<file path="src/common/lpc_flash_pkg.sv">
package lpc_flash_pkg;

  // ****************************************************************
  // bus encodings
  // ****************************************************************
  localparam logic [3:0]  START_VALID  = 4'h0;
  localparam logic [1:0]  CYC_MEMORY   = 2'b01;
  localparam logic [3:0]  SYNC_READY   = 4'h0;
  localparam logic [3:0]  TAR_DRIVE    = 4'hf;
  localparam logic [2:0]  ADDR_LAST    = 3'h7;
  localparam logic [6:0]  UPPER_ONES   = 7'h7f;
  localparam logic [6:0]  UPPER_ZEROS  = 7'h00;
  localparam int          SPACE_BIT    = 22;

  // ****************************************************************
  // decoded windows and field values
  // ****************************************************************
  localparam logic [14:0] LOW_BOOT_TAG = 15'h0007;
  localparam logic [3:0]  BOOT_ID      = 4'h0;
  localparam logic [19:0] MAKER_ADDR   = 20'h0_0000;
  localparam logic [19:0] PART_ADDR    = 20'h0_0001;
  localparam logic [19:0] GPI_REG_ADDR = 20'h0_0100;
  localparam logic [3:0]  TOP_BLOCK    = 4'hf;
  localparam logic [7:0]  IDLE_BYTE    = 8'h00;

  // ****************************************************************
  // reset values
  // ****************************************************************
  localparam logic [31:0] ADDR_RESET   = 32'h0000_0000;
  localparam logic [2:0]  CNT_RESET    = 3'h0;

  // a write into the top boot block obeys the lock pin, all else the protect pin
  function automatic logic write_refused(input logic [19:0] addr,
                                         input logic        top_lock_n,
                                         input logic        protect_n);
    if (addr[19:16] == TOP_BLOCK)
      write_refused = !top_lock_n;
    else
      write_refused = !protect_n;
  endfunction : write_refused

endpackage : lpc_flash_pkg

</file>
<file path="src/common/pp_link_if.sv">
`timescale 1ns/1ns
`default_nettype none

interface pp_link_if;
  logic [19:0] addr;
  logic [7:0]  wdata;
  logic        write;
  logic        read;
  logic [7:0]  rdata;

  modport port (output addr, output wdata, output write, output read, input rdata);
  modport core (input addr, input wdata, input write, input read, output rdata);
endinterface : pp_link_if

`default_nettype wire

</file>
<file path="src/core/lpc_addr_match.sv">
`timescale 1ns/1ns
`default_nettype none

module lpc_addr_match (
  // address under test
  input  wire logic [31:0] addr,
  input  wire logic [3:0]  strap_identity,
  // decision
  output logic             claim,
  output logic             mem_space
);

  logic upper_ok;
  logic id_ok;
  logic low_boot;

  assign upper_ok = (addr[31:25] == lpc_flash_pkg::UPPER_ONES) ||
                    (addr[31:25] == lpc_flash_pkg::UPPER_ZEROS);
  assign id_ok    = (addr[24:23] == strap_identity[3:2]) &&
                    (addr[21:20] == strap_identity[1:0]);
  // the boot part also mirrors its top two blocks just below 1 MB
  assign low_boot = (addr[31:17] == lpc_flash_pkg::LOW_BOOT_TAG) &&
                    (strap_identity == lpc_flash_pkg::BOOT_ID);
  assign claim     = low_boot || (upper_ok && id_ok && (addr[31:25] == lpc_flash_pkg::UPPER_ONES));
  assign mem_space = low_boot || addr[lpc_flash_pkg::SPACE_BIT];

endmodule : lpc_addr_match

`default_nettype wire

</file>
<file path="src/core/pp_port.sv">
`timescale 1ns/1ns
`default_nettype none

module pp_port (
  // clocking
  input  wire logic        clk,
  input  wire logic        rst_n,
  input  wire logic        clk_en,
  input  wire logic        enable,
  // programmer pins
  input  wire logic        row_col_sel,
  input  wire logic [10:0] pp_addr,
  input  wire logic [7:0]  pp_data_in,
  output logic [7:0]       pp_data_out,
  output logic             pp_data_oe_n,
  input  wire logic        pp_out_en_n,
  input  wire logic        pp_write_en_n,
  // array side
  pp_link_if.port          link
);

  typedef struct packed {
    logic [10:0] row;
    logic [8:0]  col;
    logic [7:0]  wdata;
    logic        we_q;
    logic        write;
    logic [7:0]  dout;
    logic        oe_n;
  } pp_state_t;

  pp_state_t r;
  pp_state_t n;

  always_comb
  begin
    n       = r;
    n.write = 1'b0;
    n.we_q  = pp_write_en_n;
    n.oe_n  = 1'b1;
    if (enable)
    begin
      if (row_col_sel)
        n.row = pp_addr;
      else
        n.col = pp_addr[8:0];
      if (!pp_write_en_n)
        n.wdata = pp_data_in;
      // data is committed on the rising edge of write enable
      n.write = !r.we_q && pp_write_en_n;
      n.oe_n  = pp_out_en_n;
      n.dout  = link.rdata;
    end
  end

  always_ff @(posedge clk or negedge rst_n)
  begin
    if (!rst_n)
      r <= '{row: 11'h000, col: 9'h000, wdata: 8'h00, we_q: 1'b1, write: 1'b0, dout: 8'h00, oe_n: 1'b1};
    else if (clk_en)
      r <= n;
  end

  assign link.addr    = {r.col, r.row};
  assign link.wdata   = r.wdata;
  assign link.write   = r.write;
  assign link.read    = !r.oe_n;
  assign pp_data_out  = r.dout;
  assign pp_data_oe_n = r.oe_n;

endmodule : pp_port

`default_nettype wire

</file>
<file path="src/core/lpc_flash_target.sv">
`timescale 1ns/1ns
`default_nettype none

module lpc_flash_target #(
  parameter logic [7:0] MAKER_CODE = 8'h5a, // arbitrary value
  parameter logic [7:0] PART_CODE  = 8'hc3  // arbitrary value
) (
  // clock and resets
  input  wire logic        clk,
  input  wire logic        reset_n,
  input  wire logic        init_n,
  input  wire logic        clk_en,
  // configuration straps and pins
  input  wire logic        parallel_program_mode,
  input  wire logic [3:0]  strap_identity,
  input  wire logic [4:0]  general_inputs,
  input  wire logic        top_block_lock_n,
  input  wire logic        write_protect_n,
  input  wire logic        chip_select_n,
  input  wire logic        product_id_mode,
  // bus
  input  wire logic        frame_n,
  input  wire logic [3:0]  lad_in,
  output logic [3:0]       lad_out,
  output logic             lad_oe_n,
  // parallel programming pins
  input  wire logic        row_col_sel,
  input  wire logic [10:0] pp_addr,
  input  wire logic [7:0]  pp_data_in,
  output logic [7:0]       pp_data_out,
  output logic             pp_data_oe_n,
  input  wire logic        pp_out_en_n,
  input  wire logic        pp_write_en_n,
  // flash array
  output logic [19:0]      array_addr,
  output logic [7:0]       array_wdata,
  output logic             array_write,
  output logic             array_read,
  input  wire logic [7:0]  array_rdata,
  // status
  output logic             standby,
  output logic             write_refused
);

  // ****************************************************************
  // reset and state
  // ****************************************************************

  // both reset pins act the same, so one gated net feeds every flop
  logic rst_n;
  assign rst_n = reset_n & init_n;

  typedef enum logic [7:0] {
    ST_IDLE    = 8'b0000_0001,
    ST_START   = 8'b0000_0010,
    ST_ADDR    = 8'b0000_0100,
    ST_WDATA   = 8'b0000_1000,
    ST_TAR_IN  = 8'b0001_0000,
    ST_SYNC    = 8'b0010_0000,
    ST_RDATA   = 8'b0100_0000,
    ST_TAR_OUT = 8'b1000_0000
  } cyc_state_t;

  typedef struct packed {
    cyc_state_t  state;
    logic [3:0]  start_nib;
    logic        cs_n_q;
    logic        is_write;
    logic        mem_sel;
    logic [2:0]  cnt;
    logic [31:0] addr;
    logic [7:0]  wdata;
    logic [7:0]  rdata;
    logic [3:0]  lad_out;
    logic        lad_oe_n;
    logic        write;
    logic        read;
    logic        refused;
    logic        standby;
  } core_state_t;

  core_state_t r;
  core_state_t n;

  // ****************************************************************
  // address decode and parallel port
  // ****************************************************************

  logic [31:0] addr_shift;
  logic        addr_claim;
  logic        addr_mem;

  assign addr_shift = {r.addr[27:0], lad_in};

  lpc_addr_match u_match (
    .addr           (addr_shift),
    .strap_identity (strap_identity),
    .claim          (addr_claim),
    .mem_space      (addr_mem)
  );

  pp_link_if pp_link ();

  // the mode pin is only read, never latched: its pull-down sits in the pad
  logic pp_on;
  assign pp_on = parallel_program_mode;

  pp_port u_pp (
    .clk           (clk),
    .rst_n         (rst_n),
    .clk_en        (clk_en),
    .enable        (pp_on),
    .row_col_sel   (row_col_sel),
    .pp_addr       (pp_addr),
    .pp_data_in    (pp_data_in),
    .pp_data_out   (pp_data_out),
    .pp_data_oe_n  (pp_data_oe_n),
    .pp_out_en_n   (pp_out_en_n),
    .pp_write_en_n (pp_write_en_n),
    .link          (pp_link.port)
  );

  assign pp_link.rdata = array_rdata;

  // ****************************************************************
  // read data selection
  // ****************************************************************

  logic [7:0] read_byte;

  always_comb
  begin
    read_byte = lpc_flash_pkg::IDLE_BYTE;
    if (r.mem_sel)
    begin
      if (product_id_mode && r.addr[19:0] == lpc_flash_pkg::MAKER_ADDR)
        read_byte = MAKER_CODE;
      else if (product_id_mode && r.addr[19:0] == lpc_flash_pkg::PART_ADDR)
        read_byte = PART_CODE;
      else
        read_byte = array_rdata;
    end
    else if (r.addr[19:0] == lpc_flash_pkg::GPI_REG_ADDR)
      // pins are sampled live in the turnaround; the board must hold them
      read_byte = {3'b000, general_inputs};
  end

  // ****************************************************************
  // cycle machine
  // ****************************************************************

  always_comb
  begin
    n          = r;
    n.write    = 1'b0;
    n.read     = 1'b0;
    n.lad_oe_n = 1'b1;
    n.lad_out  = lpc_flash_pkg::TAR_DRIVE;
    n.cs_n_q   = chip_select_n;
    case (r.state)
      ST_IDLE:
      begin
        n.cnt = lpc_flash_pkg::CNT_RESET;
      end
      ST_START:
      begin
        // frame just went high: the last nibble seen under it was the start
        if (frame_n)
        begin
          if (r.start_nib == lpc_flash_pkg::START_VALID && !r.cs_n_q &&
              lad_in[3:2] == lpc_flash_pkg::CYC_MEMORY)
          begin
            n.state    = ST_ADDR;
            n.is_write = lad_in[1];
            n.cnt      = lpc_flash_pkg::CNT_RESET;
          end
          else
            n.state = ST_IDLE;
        end
      end
      ST_ADDR:
      begin
        n.addr = addr_shift;
        n.cnt  = r.cnt + 3'h1;
        if (r.cnt == lpc_flash_pkg::ADDR_LAST)
        begin
          n.cnt     = lpc_flash_pkg::CNT_RESET;
          n.mem_sel = addr_mem;
          if (!addr_claim)
            n.state = ST_IDLE;
          else if (r.is_write)
            n.state = ST_WDATA;
          else
          begin
            n.state = ST_TAR_IN;
            n.read  = addr_mem;
          end
        end
      end
      ST_WDATA:
      begin
        // data arrives low nibble first
        n.cnt = r.cnt + 3'h1;
        if (r.cnt == lpc_flash_pkg::CNT_RESET)
          n.wdata[3:0] = lad_in;
        else
        begin
          n.wdata[7:4] = lad_in;
          n.cnt        = lpc_flash_pkg::CNT_RESET;
          n.state      = ST_TAR_IN;
        end
      end
      ST_TAR_IN:
      begin
        // host drives ones in the first clock; we take the bus on the second
        n.cnt      = r.cnt + 3'h1;
        n.lad_oe_n = 1'b0;
        if (r.cnt != lpc_flash_pkg::CNT_RESET)
        begin
          n.cnt     = lpc_flash_pkg::CNT_RESET;
          n.state   = ST_SYNC;
          n.lad_out = lpc_flash_pkg::SYNC_READY;
          n.rdata   = read_byte;
          if (r.is_write && r.mem_sel)
          begin
            n.refused = lpc_flash_pkg::write_refused(r.addr[19:0], top_block_lock_n,
                                                     write_protect_n);
            n.write   = !n.refused;
          end
        end
      end
      ST_SYNC:
      begin
        n.lad_oe_n = 1'b0;
        if (r.is_write)
          n.state = ST_TAR_OUT;
        else
        begin
          n.state   = ST_RDATA;
          n.lad_out = r.rdata[3:0];
        end
      end
      ST_RDATA:
      begin
        n.lad_oe_n = 1'b0;
        n.cnt      = r.cnt + 3'h1;
        if (r.cnt == lpc_flash_pkg::CNT_RESET)
          n.lad_out = r.rdata[7:4];
        else
        begin
          n.cnt   = lpc_flash_pkg::CNT_RESET;
          n.state = ST_TAR_OUT;
        end
      end
      ST_TAR_OUT:
      begin
        // drive ones for one clock, then release for the second
        n.cnt = r.cnt + 3'h1;
        if (r.cnt != lpc_flash_pkg::CNT_RESET)
        begin
          n.cnt   = lpc_flash_pkg::CNT_RESET;
          n.state = ST_IDLE;
        end
      end
      default:
      begin
        n.state = ST_IDLE;
      end
    endcase

    // frame low wins over everything except parallel mode, including a cycle half done
    if (!frame_n)
    begin
      n.state     = ST_START;
      n.start_nib = lad_in;
      n.lad_oe_n  = 1'b1;
      n.lad_out   = lpc_flash_pkg::TAR_DRIVE;
      n.write     = 1'b0;
      n.read      = 1'b0;
    end

    if (pp_on)
    begin
      n.state    = ST_IDLE;
      n.lad_oe_n = 1'b1;
      n.write    = 1'b0;
      n.read     = 1'b0;
    end

    // standby once deselected and nothing left to finish
    n.standby = chip_select_n && (n.state == ST_IDLE) && !n.write;
  end

  always_ff @(posedge clk or negedge rst_n)
  begin
    if (!rst_n)
    begin
      r.state     <= ST_IDLE;
      r.start_nib <= lpc_flash_pkg::TAR_DRIVE;
      r.cs_n_q    <= 1'b1;
      r.is_write  <= 1'b0;
      r.mem_sel   <= 1'b0;
      r.cnt       <= lpc_flash_pkg::CNT_RESET;
      r.addr      <= lpc_flash_pkg::ADDR_RESET;
      r.wdata     <= lpc_flash_pkg::IDLE_BYTE;
      r.rdata     <= lpc_flash_pkg::IDLE_BYTE;
      r.lad_out   <= lpc_flash_pkg::TAR_DRIVE;
      r.lad_oe_n  <= 1'b1;
      r.write     <= 1'b0;
      r.read      <= 1'b0;
      r.refused   <= 1'b0;
      r.standby   <= 1'b1;
    end
    else if (clk_en)
      r <= n;
  end

  // ****************************************************************
  // outputs
  // ****************************************************************

  assign lad_out       = r.lad_out;
  assign lad_oe_n      = r.lad_oe_n;
  assign array_addr    = pp_on ? pp_link.addr  : r.addr[19:0];
  assign array_wdata   = pp_on ? pp_link.wdata : r.wdata;
  assign array_write   = pp_on ? pp_link.write : r.write;
  assign array_read    = pp_on ? pp_link.read  : r.read;
  assign standby       = r.standby;
  assign write_refused = r.refused;

endmodule : lpc_flash_target

`default_nettype wire

</file>
<file path="config.mk">
export PLATFORM = sky130hd
export DESIGN_NAME = lpc_flash_target
export DESIGN_NICKNAME = d
export VERILOG_FILES = /design/src/common/lpc_flash_pkg.sv /design/src/common/pp_link_if.sv /design/src/core/lpc_addr_match.sv /design/src/core/pp_port.sv /design/src/core/lpc_flash_target.sv
export SDC_FILE = /design/constraint.sdc
export NUM_CORES = 1
export LEC_CHECK = 0
export ABC_AREA = 1
export BUFFER_PORTS_ARGS = -buffer_cell sky130_fd_sc_hd__buf_4
export CORE_UTILIZATION = 61
export DETAILED_ROUTE_END_ITERATION = 7
export MAX_ROUTING_LAYER = met4
export PLACE_DENSITY = 0.91
export RECOVER_POWER = 25
export SLEW_MARGIN = 20
export SYNTH_ARGS = -nofsm -noshare
export SYNTH_HDL_FRONTEND = slang
export SYNTH_SLANG_ARGS = --single-unit
</file>
<file path="constraint.sdc">
create_clock -name clk -period 11.8 [get_ports clk]
set_clock_uncertainty 0.2 [all_clocks]
set_input_delay 2.36 -clock clk [delete_from_list [all_inputs] [get_ports clk]]
set_output_delay 2.36 -clock clk [all_outputs]
set_load 0.005 [all_outputs]
</file>
; Word level (Yosys, flattened, before mapping)
; Cells that the tools add are included.
[classes]
add_sub_neg = 1
mul = 0
div_mod_pow = 0
n_lt_le_gt_ge = 0
eq_ne = 20
n_shift = 0
mux = 44
n_bitwise = 5
n_reduce_logical = 44
[op_table]
columns = operator, n
row1 = $mux 8, 12
row2 = $pmux 8 s8, 1
row3 = $mux 3, 7
row4 = $reduce_and 3->1, 7
row5 = $eq 20x1->1 const B, 1
row6 = $eq 20x9->1 const B, 1
row7 = $logic_not 20->1, 1
row8 = $mux 20, 1
row9 = $eq 8x1->1 const B, 2
row10 = $eq 15x3->1 const B, 1
row11 = $pmux 3 s5, 1
row12 = $pmux 5 s3, 1
row13 = $mux 1, 13
row14 = $logic_and 1x1->1, 12
row15 = $mux 12, 1
row16 = $mux 4, 3
row17 = $reduce_and 4->1, 3
row18 = $mux 10, 1
row19 = $mux 5, 2
row20 = $eq 8x2->1 const B, 1
row21 = $eq 8x3->1 const B, 1
row22 = $eq 8x4->1 const B, 1
row23 = $eq 8x5->1 const B, 1
row24 = $eq 8x6->1 const B, 1
row25 = 21 further kinds, 38
[totals]
ff_bits = 110
latch_bits = 0
ram_bits = 0
romBits = 0
input_bits = 53
out_inout_bits = 46
word_cells = 137
mem_count = 0

; Depth between registers and ports, before layout
[logic_depth]
ltp_word = 13
mapped_depth = 12
mapped_depth_nobuf = 12

; Hierarchy
; From an unflattened synthesis, not the netlist that was laid out.
[unflattened]
cells_unflattened = 792
area_unflattened_um2 = 6044.5
[by_module_without_submodules]
columns = mod, instances, cells_per_inst, area_each_um2, seq_area_each_um2
row1 = lpc_flash_target, 1, 530, 3973.8, 1791.7
row2 = pp_port, 1, 211, 1875.5, 978.4
row3 = lpc_addr_match, 1, 51, 195.2, 0.0

; Worst setup path before layout
; Ideal clock, no wire load.
[synth_path]
path_kind = input -> output
from = input parallel_program_mode
to = output array_addr[10]
arrival_ns = 3.005
required_time_ns = 9.240
setup_slack_ns = 6.235
path_stages = 4
n_path_buf = 2
cell_sequence = clkbuf_1 clkbuf_1 nand2_1 o21ai_0
[synth_via]
elab_chain_len = 1
[synth_lines]
columns = element, line
row1 = "start, declared", lpc_flash_target.sv:14  ; input wire logic parallel_program_mode,
row2 = $mux 20, lpc_flash_target.sv:324  ; assign array_addr = pp_on ? pp_link.addr : r.addr[19:0];
row3 = "end, declared", lpc_flash_target.sv:35  ; output logic [19:0] array_addr,
; No other way between the ends.

; Worst setup path after layout
[layout_path]
from = input parallel_program_mode
to = output array_write
[layout_via]
elab_chain_len = 1
[layout_lines]
columns = element, line
row1 = $mux 1, lpc_flash_target.sv:326  ; assign array_write = pp_on ? pp_link.write : r.write;
row2 = "end, declared", lpc_flash_target.sv:37  ; output logic array_write,
; No other way between the ends.

==> impl_metrics.toml <==
[outcome]
status = "finished with violations"
violations = "max-capacitance violations, max-slew violations"

[clock_tree]
cts.htree.levels = 3
post_cts_buffers = 0
root_buffer = "clkbuf_8"
cts.path.max_buffers = 2
cts_resized = 0
worstSkewPairLatency_ps = 370
postCtsHoldBufs = 0
cts_inserted_buffers = 9
cts_num_sinks = 110
cts_tree = "built"
clkTransAtPathRegs_ps = 110

[sta]
fmax_mhz = 163
worst_slew_pin_slew_ps = 2040
hold_viol = 0
report.final.slew_viol_count = 49
finalWorstSetupSlack_ps = 5670
finalSetupViolCount = 0
min_period_over_period_pct = 51.9
rsz0062_at_grt = "false"
slew-limit-headroom_pct = -36.5
fin_hold_ws_ps = 280
period_minus_slack_ps = 6130
finalSetupTns_ps = 0

[drt]
via_per_inst = 5.61
ant_nets = 0
drt_iter0_drc = 380
drcViolationCount = 0
firstDrtPassIters = 5
wirelength_um = 13800
num_vias = 5112
wire_per_inst_um = 15.2

[min_path]
hp-start = "standby"
hold_end = "standby"
hold_class = "flop to flop"
worstHoldPathCells = 2

[job]
maxCapViolations = 1

[floorplan]
die_area_mm2 = 0.00977
die_w_um = 98.8
io_pins = 99
start_util_pct = 64.3
die_height_um = 98.8
coreArea_mm2 = 0.00889
rows = 34

[global_routing]
grt_max_degree = 64
grt_pass1_wl_um = 22900
grt_pass1_vias = 4815
grt_usage_pct = 30.8
antenna_found_initial = 0
overflow = 0

[synth]
synth_flop_cell = "dfrtp_1"
synthCells = 721
synth_edf_count = 0
syn_area_per_cell_um2 = 7.93
synth_warnings = 0
yosysMostFrequentCell = "nand2_1"
yosys-top-cells-count = "228 x nand2_1, 96 x dfrtp_1, 88 x o21ai_0"
synth_seq_area_share_pct = 48.4
synth_area_leader_cell = "dfrtp_1"
synth_top_cell_area_share_pct = 42.0
yosysUniqueCellTypes = 40
yosys-top-cells-area = "dfrtp_1 42%, nand2_1 15%, o21ai_0 7.7%"
synth-seq-cells = 110
synthArstFlopShare_pct = 100
synth_nets = 777
mappedNetlistArea_mm2 = 0.00572

[setup_path]
cp.required_ps = 9240
r2r_cells = 9
r2r-end = "r[2]"
worst-path-max-fanout = 51
reg2reg_slack_ps = 9490
arrival_ps = 3570
r2r-start = "r[71]"
crit_path_start_kind = "input port"
cp-end-kind = "output port"
worstSetupPathType = "input port to output port"

[layout]
finalNonFillerCells = 911
synthToLayoutAreaGrowth_pct = 14.7
post-route-util_pct = 73.8
n_antenna_cell = 0
final_nets = 854
drive_gt1_share_pct = 22.9

[pwr]
p_per_area_mw_per_mm2 = 119
leakagePower_nw = 3.41
vdd_ir_drop_max_mv = 0.0863

[placed_design]
place_congestion = 0.945
numPortBuffers = 98
dp_cells = 895
pre_cts_slack_ps = 5680
hpwlAfterDp_um = 10300
power by group:
group | switching, mW | internal [mW]
clock | 0.129 | 0.0785
sequential | 0.0219 | 0.413
combinational | 0.0742 | 0.0622
worst max-delay path by stage:
stage,startpoint,to,depth (start not counted)
final,parallel_program_mode,array_write,5
after global routing,parallel_program_mode,array_write,4
after CTS,parallel_program_mode,array_write,5
after detailed placement,parallel_program_mode,array_write,4
after global placement,parallel_program_mode,array_write,4
after floorplan,parallel_program_mode,array_addr[10],4
cells in the final DEF (no fill, tap or decap), types with 2 or more instances in the layout:
| master | n |
|---|---|
| nor2_4 | 6 |
| buf_4 | 97 |
| clkbuf_1 | 4 |
| nand4_2 | 3 |
| a21o_1 | 2 |
| a21oi_1 | 7 |
| dfrtp_1 | 96 |
| inv_2 | 9 |
| nand4_1 | 13 |
| a31oi_1 | 2 |
| a21oi_2 | 2 |
| nand2_4 | 4 |
| inv_1 | 73 |
| nor3_1 | 7 |
| o21ai_2 | 2 |
| mux2_2 | 11 |
| nand3_1 | 31 |
| clkbuf_8 | 9 |
| clkinv_4 | 2 |
| o21ai_0 | 88 |
| nand2_2 | 10 |
| nor2_1 | 38 |
| nand2_1 | 229 |
| o32ai_1 | 2 |
| dfstp_2 | 14 |
| o21ai_1 | 16 |
| nor2_2 | 6 |
| ha_1 | 3 |
| clkinvlp_4 | 2 |
| nor4_1 | 2 |
stage by stage:
| stage | instance area, µm² | power, mW |
|---|---|---|
| finish | 6560 | 0.778 |
| global route | 6560 | 0.812 |
| CTS | 6570 | 0.781 |
| detailed placement | 6400 | 0.578 |
| global placement | 6400 | 0.571 |
| floorplan | 5720 | 0.518 |
per-layer routing:
metal  track usage, %  routed length, µm  up-vias
li1                 -                  -     2449
met2             48.5               6580      202
met4             10.3                300        0
met1             41.6               5980     2432
met5                -                  0        -
met3             3.90                960       29
state kept, by name, summed over array words and instances, names as in the netlist, 4 cells and up:
register and count:
u_pp.link.wdata 8, u_pp.pp_data_out 8, u_pp.link.addr 20, addr_shift 28
lad_out 4, r 36
final cells by class:
| class | count | area, µm² |
|---|---|---|
| fill | 696 | 2330 |
| clock buffer | 12 | 135 |
| timing repair buffer | 99 | 739 |
| inverter | 85 | 328 |
| multi-input combinational | 493 | 2420 |
| clock inverter | 4 | 32.5 |
| sequential | 110 | 2770 |
| tap | 108 | 135 |
cell families after synthesis:
group | Yosys count | synth area share (%)
buf+inv | 118 | 9.23
compound gates | 126 | 12.0
flops | 110 | 48.4
simple gates | 353 | 27.5
mux | 11 | 2.17
fa+ha+maj | 3 | 0.656
worst max-delay path, cell delays in order:
cell and delay [ps]:
buf_4 370, inv_1 360, nand2_1 170, o21ai_0 120, buf_4 170
Note: power is estimated with default switching activity, not from simulation.
